--- src/rtl/tlic_pkg.sv ---
// constants, types and field layouts of the two-level interrupt controller
// How it works
// - Fifteen request sources: two pins, two timers, eight capture-timer events, ADC, CAN, UART.
// - Two priority levels with nesting of a high routine over a low one.
// - No request is accepted while the CAN DMA transfer runs.
// - Every source has its own vector, presented when the source is taken.
// - Each source has one enable bit; a disabled request is never accepted.
// - Each source has one priority bit; zero low level, one high level.
// - Bit 7 of the first enable register gates all sources globally.
// - First enable bits 6..0: ADC, CAN, UART, timer 1, pin 1, timer 0, pin 0.
// - Second enable: bit 7 overflow, bits 6..4 compares, bits 3..0 captures.
// - First priority bit 7 unused; bits 6..0 in first enable register order.
// - External pins are level or falling-edge triggered, active low.
// - Capture timer gives eight separately enabled and prioritised requests.
// - Capture pins act as edge interrupts; they cannot wake the idle state.
// - Request-to-service latency stays within 2.25 to 7.5 us.
// - With both levels pending, the high-level request is taken.
// - Equal-level requests are taken in the fixed rank order.
// - Low routines yield only to high requests; high routines are never preempted.
// - Vectors start at 0003h and step by eight in source table order.
package tlic_pkg;

  // register offsets on the 8-bit register port
  localparam logic [7:0] ADDR_SRC_EN_LO   = 8'ha8;
  localparam logic [7:0] ADDR_PRIO_LO     = 8'hb8;
  localparam logic [7:0] ADDR_SRC_EN_HI   = 8'he8;
  localparam logic [7:0] ADDR_PRIO_HI     = 8'hf8;
  localparam logic [7:0] ADDR_TRIG_MODE   = 8'hd8;
  localparam logic [7:0] ADDR_CAP_EDGE    = 8'hd9;
  localparam logic [7:0] ADDR_PEND_LO     = 8'hda;
  localparam logic [7:0] ADDR_PEND_HI     = 8'hdb;
  localparam logic [7:0] ADDR_SVC_STAT    = 8'hdc;

  // reset values and field positions
  localparam logic [7:0] REG_RESET        = 8'h00;
  localparam int         GLOBAL_IRQ_GATE  = 7;
  localparam logic [7:0] PRIO_LO_MASK     = 8'h7f;

  // source indices in vector table order
  localparam logic [3:0] SRC_PIN0   = 4'h0;
  localparam logic [3:0] SRC_TMR0   = 4'h1;
  localparam logic [3:0] SRC_PIN1   = 4'h2;
  localparam logic [3:0] SRC_TMR1   = 4'h3;
  localparam logic [3:0] SRC_UART   = 4'h4;
  localparam logic [3:0] SRC_CAN    = 4'h5;
  localparam logic [3:0] SRC_CAP0   = 4'h6;
  localparam logic [3:0] SRC_ADC    = 4'ha;
  localparam logic [3:0] SRC_CMP0   = 4'hb;
  localparam logic [3:0] SRC_WRAP   = 4'he;
  localparam int         NUM_SRC    = 15;

  // rank order, first served in the low nibble
  localparam logic [59:0] RANK_ORDER = {4'he, 4'h9, 4'h4, 4'hd, 4'h8, 4'h3, 4'hc, 4'h7,
                                        4'h2, 4'hb, 4'h6, 4'h1, 4'ha, 4'h5, 4'h0};

  // vector layout
  localparam logic [15:0] VECTOR_BASE = 16'h0003;

  // capture pin edge selection codes
  localparam logic [1:0] EDGE_RISE = 2'h1;
  localparam logic [1:0] EDGE_FALL = 2'h2;

  // latency bounds in ns and in clock cycles at 100 MHz
  localparam int CLK_PERIOD_NS = 10;
  localparam int LAT_MIN_NS    = 2250;
  localparam int LAT_MAX_NS    = 7500;
  localparam int LAT_MIN_CYC   = (LAT_MIN_NS + CLK_PERIOD_NS - 1) / CLK_PERIOD_NS;
  localparam int LAT_MAX_CYC   = LAT_MAX_NS / CLK_PERIOD_NS;

  // service nesting state
  typedef enum logic [1:0] {
    SVC_IDLE     = 2'b00,
    SVC_LOW      = 2'b01,
    SVC_HIGH     = 2'b10,
    SVC_HIGH_LOW = 2'b11
  } tlic_svc_type;

endpackage : tlic_pkg

--- src/rtl/tlic_core.sv ---
// two-level nested interrupt controller with vector hand-off to the cpu core
`timescale 1ns/100ps
`default_nettype none
module tlic_core (
  input  wire logic        i_clk,          // cpu clock
  input  wire logic        i_rst_n,        // synchronous reset, active low
  input  wire logic [7:0]  i_addr,         // register address
  input  wire logic [7:0]  i_wdata,        // register write data
  input  wire logic        i_wr,           // register write strobe
  input  wire logic        i_rd,           // register read strobe
  output logic      [7:0]  o_rdata,        // read data, cycle after strobe
  input  wire logic        i_ext_req0_n,   // external request pin zero
  input  wire logic        i_ext_req1_n,   // external request pin one
  input  wire logic        i_timer0,       // timer 0 overflow flag
  input  wire logic        i_timer1,       // timer 1 overflow flag
  input  wire logic        i_uart,         // uart request flag
  input  wire logic        i_can,          // can controller request flag
  input  wire logic        i_adc,          // adc conversion done flag
  input  wire logic [3:0]  i_cap_evt,      // capture event flags 3..0
  input  wire logic [3:0]  i_cap_pin,      // capture input pins 3..0
  input  wire logic [2:0]  i_cmp_evt,      // compare event flags 2..0
  input  wire logic        i_wrap_evt,     // capture timer overflow flag
  input  wire logic        i_idle,         // cpu idle, capture timer stopped
  input  wire logic        i_can_dma,      // can dma transfer in progress
  input  wire logic        i_ack,          // cpu takes the offered vector
  input  wire logic        i_reti,         // cpu ends a service routine
  output logic             o_irq,          // vector offered to the cpu
  output logic      [15:0] o_vector,       // program address of the routine
  output logic      [3:0]  o_src,          // index of the offered source
  output logic             o_level         // level of the offered source
);
  import tlic_pkg::*;

  typedef struct packed {
    logic [7:0]   en_lo;      // source_enable_low
    logic [7:0]   en_hi;      // source_enable_high
    logic [7:0]   pr_lo;      // priority_select_low
    logic [7:0]   pr_hi;      // priority_select_high
    logic [7:0]   trig;       // pin trigger modes
    logic [7:0]   cap_edge;   // capture pin edge selection
    logic [1:0]   ext_prev;   // previous pin levels
    logic [1:0]   ext_flag;   // latched pin falling edges
    logic [3:0]   cap_prev;   // previous capture pin levels
    logic [3:0]   cap_flag;   // latched capture pin edges
    tlic_svc_type svc;        // nesting state
    logic         irq;
    logic [15:0]  vector;
    logic [3:0]   src;
    logic         level;
    logic [7:0]   rdata;
  } tlic_state_type;

  tlic_state_type s_q;
  tlic_state_type s_d;

  // spread two 8-bit registers over the fifteen sources in table order
  function automatic logic [14:0] tlic_map(input logic [7:0] lo, input logic [7:0] hi);
    tlic_map = {hi[7], hi[6:4], lo[6], hi[3:0], lo[5:0]};
  endfunction : tlic_map

  // first requesting source in the fixed rank order
  function automatic logic [3:0] tlic_pick(input logic [14:0] m);
    logic [3:0] idx;
    logic       hit;
    tlic_pick = 4'h0;
    hit       = 1'b0;
    for (int k = 0; k < NUM_SRC; k++) begin
      idx = RANK_ORDER[4*k +: 4];
      if (!hit && m[idx]) begin
        tlic_pick = idx;
        hit       = 1'b1;
      end
    end
  endfunction : tlic_pick

  logic [14:0] pend;
  logic [14:0] en_vec;
  logic [14:0] lvl_vec;
  logic [14:0] lvl_ok;
  logic [14:0] elig;
  logic [14:0] elig_hi;
  logic [3:0]  pick;
  logic        ack;
  logic [1:0]  ext_pin;
  logic [1:0]  ext_fall;
  logic [3:0]  cap_hit;

  // pending requests, enables and levels per source
  always_comb begin
    ext_pin  = {i_ext_req1_n, i_ext_req0_n};
    ext_fall = s_q.ext_prev & ~ext_pin;
    for (int n = 0; n < 4; n++) begin
      cap_hit[n] = !i_idle &&
                   ((s_q.cap_edge[2*n +: 2] & EDGE_RISE) != 2'h0 && !s_q.cap_prev[n]
                     && i_cap_pin[n] ||
                    (s_q.cap_edge[2*n +: 2] & EDGE_FALL) != 2'h0 && s_q.cap_prev[n]
                     && !i_cap_pin[n]);
    end
    pend = {i_wrap_evt, i_cmp_evt, i_adc, i_cap_evt | s_q.cap_flag,
            i_can, i_uart, i_timer1,
            s_q.trig[1] ? s_q.ext_flag[1] : !ext_pin[1],
            i_timer0,
            s_q.trig[0] ? s_q.ext_flag[0] : !ext_pin[0]};
    en_vec  = tlic_map(s_q.en_lo, s_q.en_hi);
    lvl_vec = tlic_map(s_q.pr_lo, s_q.pr_hi);
  end

  // eligibility under the nesting state and the fixed ranking
  always_comb begin
    case (s_q.svc)
      SVC_IDLE:     lvl_ok = '1;
      SVC_LOW:      lvl_ok = lvl_vec;
      SVC_HIGH:     lvl_ok = '0;
      SVC_HIGH_LOW: lvl_ok = '0;
      default:      lvl_ok = '0;
    endcase
    elig    = pend & en_vec & lvl_ok & {NUM_SRC{s_q.en_lo[GLOBAL_IRQ_GATE]}};
    elig_hi = elig & lvl_vec;
    pick    = (elig_hi != '0) ? tlic_pick(elig_hi) : tlic_pick(elig);
    ack     = i_ack && s_q.irq;
  end

  // next state of every register
  always_comb begin
    s_d = s_q;

    // nesting: completion first, then a new acknowledge
    if (i_reti) begin
      case (s_q.svc)
        SVC_HIGH_LOW: s_d.svc = SVC_LOW;
        SVC_HIGH:     s_d.svc = SVC_IDLE;
        SVC_LOW:      s_d.svc = SVC_IDLE;
        default:      s_d.svc = SVC_IDLE;
      endcase
    end
    if (ack) begin
      if (s_q.level) begin
        s_d.svc = (s_d.svc == SVC_LOW) ? SVC_HIGH_LOW : SVC_HIGH;
      end else begin
        s_d.svc = SVC_LOW;
      end
    end

    // edge flags: a new edge wins over the clear by acknowledge
    s_d.ext_prev = ext_pin;
    s_d.cap_prev = i_cap_pin;
    for (int n = 0; n < 2; n++) begin
      s_d.ext_flag[n] = s_q.trig[n] &&
                        (ext_fall[n] || s_q.ext_flag[n] &&
                         !(ack && s_q.src == (n == 0 ? SRC_PIN0 : SRC_PIN1)));
    end
    for (int n = 0; n < 4; n++) begin
      s_d.cap_flag[n] = cap_hit[n] ||
                        s_q.cap_flag[n] && !(ack && s_q.src == SRC_CAP0 + 4'(n));
    end

    // register writes
    if (i_wr) begin
      case (i_addr)
        ADDR_SRC_EN_LO: s_d.en_lo    = i_wdata;
        ADDR_SRC_EN_HI: s_d.en_hi    = i_wdata;
        ADDR_PRIO_LO:   s_d.pr_lo    = i_wdata & PRIO_LO_MASK;
        ADDR_PRIO_HI:   s_d.pr_hi    = i_wdata;
        ADDR_TRIG_MODE: s_d.trig     = {6'h00, i_wdata[1:0]};
        ADDR_CAP_EDGE:  s_d.cap_edge = i_wdata;
        default:        s_d.trig     = s_q.trig;
      endcase
    end

    // register reads, answered in the next cycle
    s_d.rdata = 8'h00;
    if (i_rd) begin
      case (i_addr)
        ADDR_SRC_EN_LO: s_d.rdata = s_q.en_lo;
        ADDR_SRC_EN_HI: s_d.rdata = s_q.en_hi;
        ADDR_PRIO_LO:   s_d.rdata = s_q.pr_lo;
        ADDR_PRIO_HI:   s_d.rdata = s_q.pr_hi;
        ADDR_TRIG_MODE: s_d.rdata = s_q.trig;
        ADDR_CAP_EDGE:  s_d.rdata = s_q.cap_edge;
        ADDR_PEND_LO:   s_d.rdata = pend[7:0];
        ADDR_PEND_HI:   s_d.rdata = {1'b0, pend[14:8]};
        ADDR_SVC_STAT:  s_d.rdata = {5'h00, i_can_dma, s_q.svc};
        default:        s_d.rdata = 8'h00;
      endcase
    end

    // offer one vector per cycle, withdrawn during dma and on acknowledge
    s_d.irq    = (elig != '0) && !i_can_dma && !ack;
    s_d.src    = pick;
    s_d.level  = lvl_vec[pick];
    s_d.vector = VECTOR_BASE + {9'h000, pick, 3'h0};
  end

  // state register
  always_ff @(posedge i_clk) begin
    if (!i_rst_n) begin
      s_q          <= '0;
      s_q.en_lo    <= REG_RESET;
      s_q.ext_prev <= 2'h3;
      s_q.svc      <= SVC_IDLE;
    end else begin
      s_q <= s_d;
    end
  end

  assign o_rdata  = s_q.rdata;
  assign o_irq    = s_q.irq;
  assign o_vector = s_q.vector;
  assign o_src    = s_q.src;
  assign o_level  = s_q.level;

  // helper copies of the inputs to the last decision, and a count of cycles an eligible request waits unoffered
  logic [14:0] en_p_q;
  logic [14:0] lvl_p_q;
  logic [14:0] elig_p_q;
  logic [9:0]  wait_q;
  always_ff @(posedge i_clk) begin
    if (!i_rst_n) begin
      en_p_q   <= '0;
      lvl_p_q  <= '0;
      elig_p_q <= '0;
      wait_q   <= '0;
    end else begin
      en_p_q   <= en_vec;
      lvl_p_q  <= lvl_vec;
      elig_p_q <= elig;
      wait_q   <= (elig != '0 && !o_irq) ? wait_q + 10'h001 : 10'h000;
    end
  end

  AST_DMA_HOLD: assert property (@(posedge i_clk) disable iff (!i_rst_n)
    i_can_dma |=> !o_irq)
    else $error("vector offered during can dma");

  AST_GLOBAL_GATE: assert property (@(posedge i_clk) disable iff (!i_rst_n)
    !s_q.en_lo[GLOBAL_IRQ_GATE] |=> !o_irq)
    else $error("vector offered with global gate off");

  AST_VECTOR_MAP: assert property (@(posedge i_clk) disable iff (!i_rst_n)
    o_irq |-> o_vector == VECTOR_BASE + {9'h000, o_src, 3'h0} && o_src <= SRC_WRAP)
    else $error("vector does not match source");

  AST_ENABLED_ONLY: assert property (@(posedge i_clk) disable iff (!i_rst_n)
    o_irq |-> en_p_q[o_src] && elig_p_q[o_src])
    else $error("disabled source offered");

  AST_HIGH_FIRST: assert property (@(posedge i_clk) disable iff (!i_rst_n)
    o_irq && (elig_p_q & lvl_p_q) != '0 |-> lvl_p_q[o_src] && o_level)
    else $error("low source offered over high one");

  AST_HIGH_NO_PREEMPT: assert property (@(posedge i_clk) disable iff (!i_rst_n)
    s_q.svc[1] && !i_reti |=> !o_irq)
    else $error("high routine preempted");

  AST_LOW_YIELDS_HIGH: assert property (@(posedge i_clk) disable iff (!i_rst_n)
    s_q.svc == SVC_LOW && !i_reti && !ack |=> !o_irq || o_level)
    else $error("low routine preempted by low request");

  AST_NEST_HIGH: assert property (@(posedge i_clk) disable iff (!i_rst_n)
    ack && o_level && !i_reti |=> s_q.svc[1] ##1 !o_irq)
    else $error("high acknowledge did not raise level");

  AST_OFFER_NEXT: assert property (@(posedge i_clk) disable iff (!i_rst_n)
    elig != '0 && !i_can_dma && !ack |=> o_irq)
    else $error("eligible request not offered");

  AST_LATENCY: assert property (@(posedge i_clk) disable iff (!i_rst_n)
    wait_q < 10'(LAT_MAX_CYC))
    else $error("request waited past latency bound");

  AST_PIN_EDGE: assert property (@(posedge i_clk) disable iff (!i_rst_n)
    s_q.trig[0] && $fell(i_ext_req0_n) |=> s_q.ext_flag[0])
    else $error("falling edge on pin zero lost");

endmodule : tlic_core
`default_nettype wire

--- config.mk ---
export PLATFORM = sky130hd
export DESIGN_NAME = tlic_core
export DESIGN_NICKNAME = d
export VERILOG_FILES = /design/src/rtl/tlic_pkg.sv /design/src/rtl/tlic_core.sv
export SDC_FILE = /design/constraint.sdc
export NUM_CORES = 1
export LEC_CHECK = 0
export BUFFER_PORTS_ARGS = -buffer_cell sky130_fd_sc_hd__buf_2
export CAP_MARGIN = 20
export CORE_MARGIN = 2
export CORE_UTILIZATION = 61
export DETAILED_ROUTE_END_ITERATION = 16
export PLACE_DENSITY_LB_ADDON = 0.15
export SLEW_MARGIN = 0
export SYNTH_ARGS = -nofsm -noshare
export SYNTH_HDL_FRONTEND = slang
export SYNTH_SLANG_ARGS = --single-unit
--- constraint.sdc ---
create_clock -name i_clk -period 8.1 [get_ports i_clk]
set_input_delay 1.62 -clock i_clk [delete_from_list [all_inputs] [get_ports i_clk]]
set_output_delay 1.62 -clock i_clk [all_outputs]
set_load 0.005 [all_outputs]
==> flow_summary.yaml <==
run_status:
  outcome: "completed"
clocking:
  cts-root-buf: "clkbuf_8"
  cts_hold_buf: 0
  post_cts_resized: 0
  htreeDepth: 3
  clkTransAtPathRegs_ns: 0.08
  clkLatencyLatePin_ns: 0.35
  tritoncts: "yes"
  cts.sinks: 70
  numCtsBuffers: 9
  clock_path_buffers: 2
  postCtsSetupRepairBufs: 0
route:
  wl_um: 13600
  ant_nets: 0
  num_vias: 4222
  drt_iter0_markers: 481
  dr.pass1.iters: 5
  avgViaCountPerCell: 6.71
  drcViolationCount: 0
  wl_per_cell_um: 21.6
yosys:
  synth_area_per_cell_sq_um: 8.35
  synth-main-ff-cell: "dfxtp_1"
  ys_warn_count: 0
  postSynth.asyncResetShare: 0
  synth-edff-count: 0
  ys_seq_area_frac: 0.332
  netlist_instances: 506
  ys_ff_latch: 70
  ys_types: 69
  netlist_area_sq_um: 4230
global_routing:
  grt_pass1_vias: 3962
  antenna_found_initial: 0
  globalRouteOverflowTotal: 0
  grt_pass1_wl_um: 21100
  grt_max_degree: 48
  grt_usage: 0.371
timing:
  tightestPinTransition_ns: 1.07
  fin_crit_ns: 4.00
  rsz0062_at_grt: "false"
  clock.fmax_mhz: 250
  relSlewSlack: 0.284
  post-route-period-util: 0.494
  hold_violations: 0
  fin_setup_tns_ns: 0
  fin_worst_skew_ns: 0.00998
  finalMaxSlewViolations: 0
  setup_viol: 0
place:
  placed_cell_area_sq_um: 4380
  gpl.final_weighted_congestion: 1.01
  hpwl_um: 10100
  io_buffers: 62
finish:
  utilization: 0.683
  nFillCells: 548
  n_antenna_cell: 0
  syn_to_final_growth_pct: 9.18
  stdcell_area_sq_um: 4610
  nets: 587
  drive_above_1_share: 0.195
worst_setup_path:
  worstPathMaxFanout: 5
  worstPathRequired_ns: 8.34
  cp_data_arrival_time_ns: 4.24
  startpoint_type: "input pin"
  critical_path.endpoint_type: "flop"
  crit_type: "in2reg"
power_and_ir_drop:
  ir_drop_mv: 0.131
  p_leak_nw: 1.87
  p_per_area_nw_per_um2: 155
floorplanning:
  die_h_um: 87.2
  rows: 30
  start_util: 0.625
  core_area_sq_um: 6760
  ios: 73
  die_area_sq_um: 7610
  die_x_um: 87.2
hold_path:
  min_path_type: "reg2reg"
flow_run:
  maxCapViolations: 0
layout by cell type (no fill, tap or decap), types with 12 or more instances in the layout:
| cell | count |
|---|---|
| nor2_1 | 49 |
| nand4_1 | 13 |
| nand3b_1 | 12 |
| nand3_1 | 15 |
| a21oi_1 | 42 |
| dfxtp_1 | 70 |
| mux2i_1 | 31 |
| o21ai_0 | 13 |
| buf_2 | 62 |
| nand2_1 | 55 |
report_power, final:
part / total (mW) / internal [mW] / switching [mW]
sequential: 0.347 / 0.346 / 0.00112
combinational: 0.0420 / 0.0157 / 0.0263
clock: 0.325 / 0.176 / 0.148
path summary, 6_finish.rpt:
path                 from      end  slack [ns]  depth (start not counted)
max          i_cap_evt[1]  o_level        4.10                         11
min               s_q[42]  s_q[40]        0.46                          2
max reg2reg       s_q[30]  o_level        4.54                         10
min reg2reg       s_q[42]  s_q[40]        0.46                          2
cells by family (layout without fill, tap and decap cells):
family,after synthesis,in the layout,share of synthesized area
compound gates,108,108,0.176
buf+inv,58,92,0.0808
flops,70,70,0.332
mux,44,44,0.129
other cells,1,10,0.000888
simple gates,225,225,0.281
metal layers:
layer	wire length, um	global-route usage	share of wire
met3	1620	0.101	0.12
met2	6120	0.583	0.45
met5	0	0	0
met4	455	0.151	0.034
met1	5370	0.482	0.40
through the flow:
step / cells / power, mW / setup slack [ns] / hold slack (ns)
6_report: 629 / 0.714 / 4.10 / 0.459
5_1_grt: 629 / 0.730 / 3.93 / 0.467
4_1_cts: 628 / 0.712 / 4.13 / 0.459
3_5_place_dp: 612 / 0.395 / 3.75 / 0.447
3_3_place_gp: 612 / 0.394 / 3.78 / 0.434
2_1_floorplan: 515 / 0.378 / 4.24 / 0.426
sequential cells by signal, summed over array words and instances, names as in the netlist:
signal,count
o_level,1
o_vector,1
o_src,4
o_rdata,8
o_irq,1
lvl_vec,15
en_vec,15
s_q,25
critical path, stage by stage:
cell and delay (ns):
buf_2 0.10, o21ai_0 0.32, or3_1 0.29, nand4_1 0.21, or4_1 0.52, a211o_1 0.31, and2_4 0.18, a2111oi_2 0.34
o211ai_1 0.13, nand4_1 0.13, o211ai_1 0.09
Yosys cell counts, types with 7 or more instances:
library cell  number  area share
dfxtp_1           70        0.33
nand2_1           55       0.049
nor2_1            49       0.044
a21oi_1           42       0.050
mux2i_1           31       0.073
buf_4             28       0.050
nand3_1           15       0.018
nand4_1           13       0.019
o21ai_0           13       0.015
clkbuf_1          12       0.011
nand3b_1          12       0.021
and2_1            11       0.016
inv_1             11      0.0098
nand2b_1          11       0.016
nor2b_1            9       0.013
nor3_1             9       0.011
mux4_2             8       0.043
nand4b_1           7       0.015
cell type report:
cell class,instances,area [sq um],share of cell area
clock buffers,10,128,0.0277
clock inverters,6,93.8,0.0203
inverters,11,41.3,0.00895
multi-input cells,387,2520,0.545
flip-flops and latches,70,1400,0.304
well taps,80,100,0.0217
repair buffers,65,333,0.0721
Power figures use the tool's default switching activity.
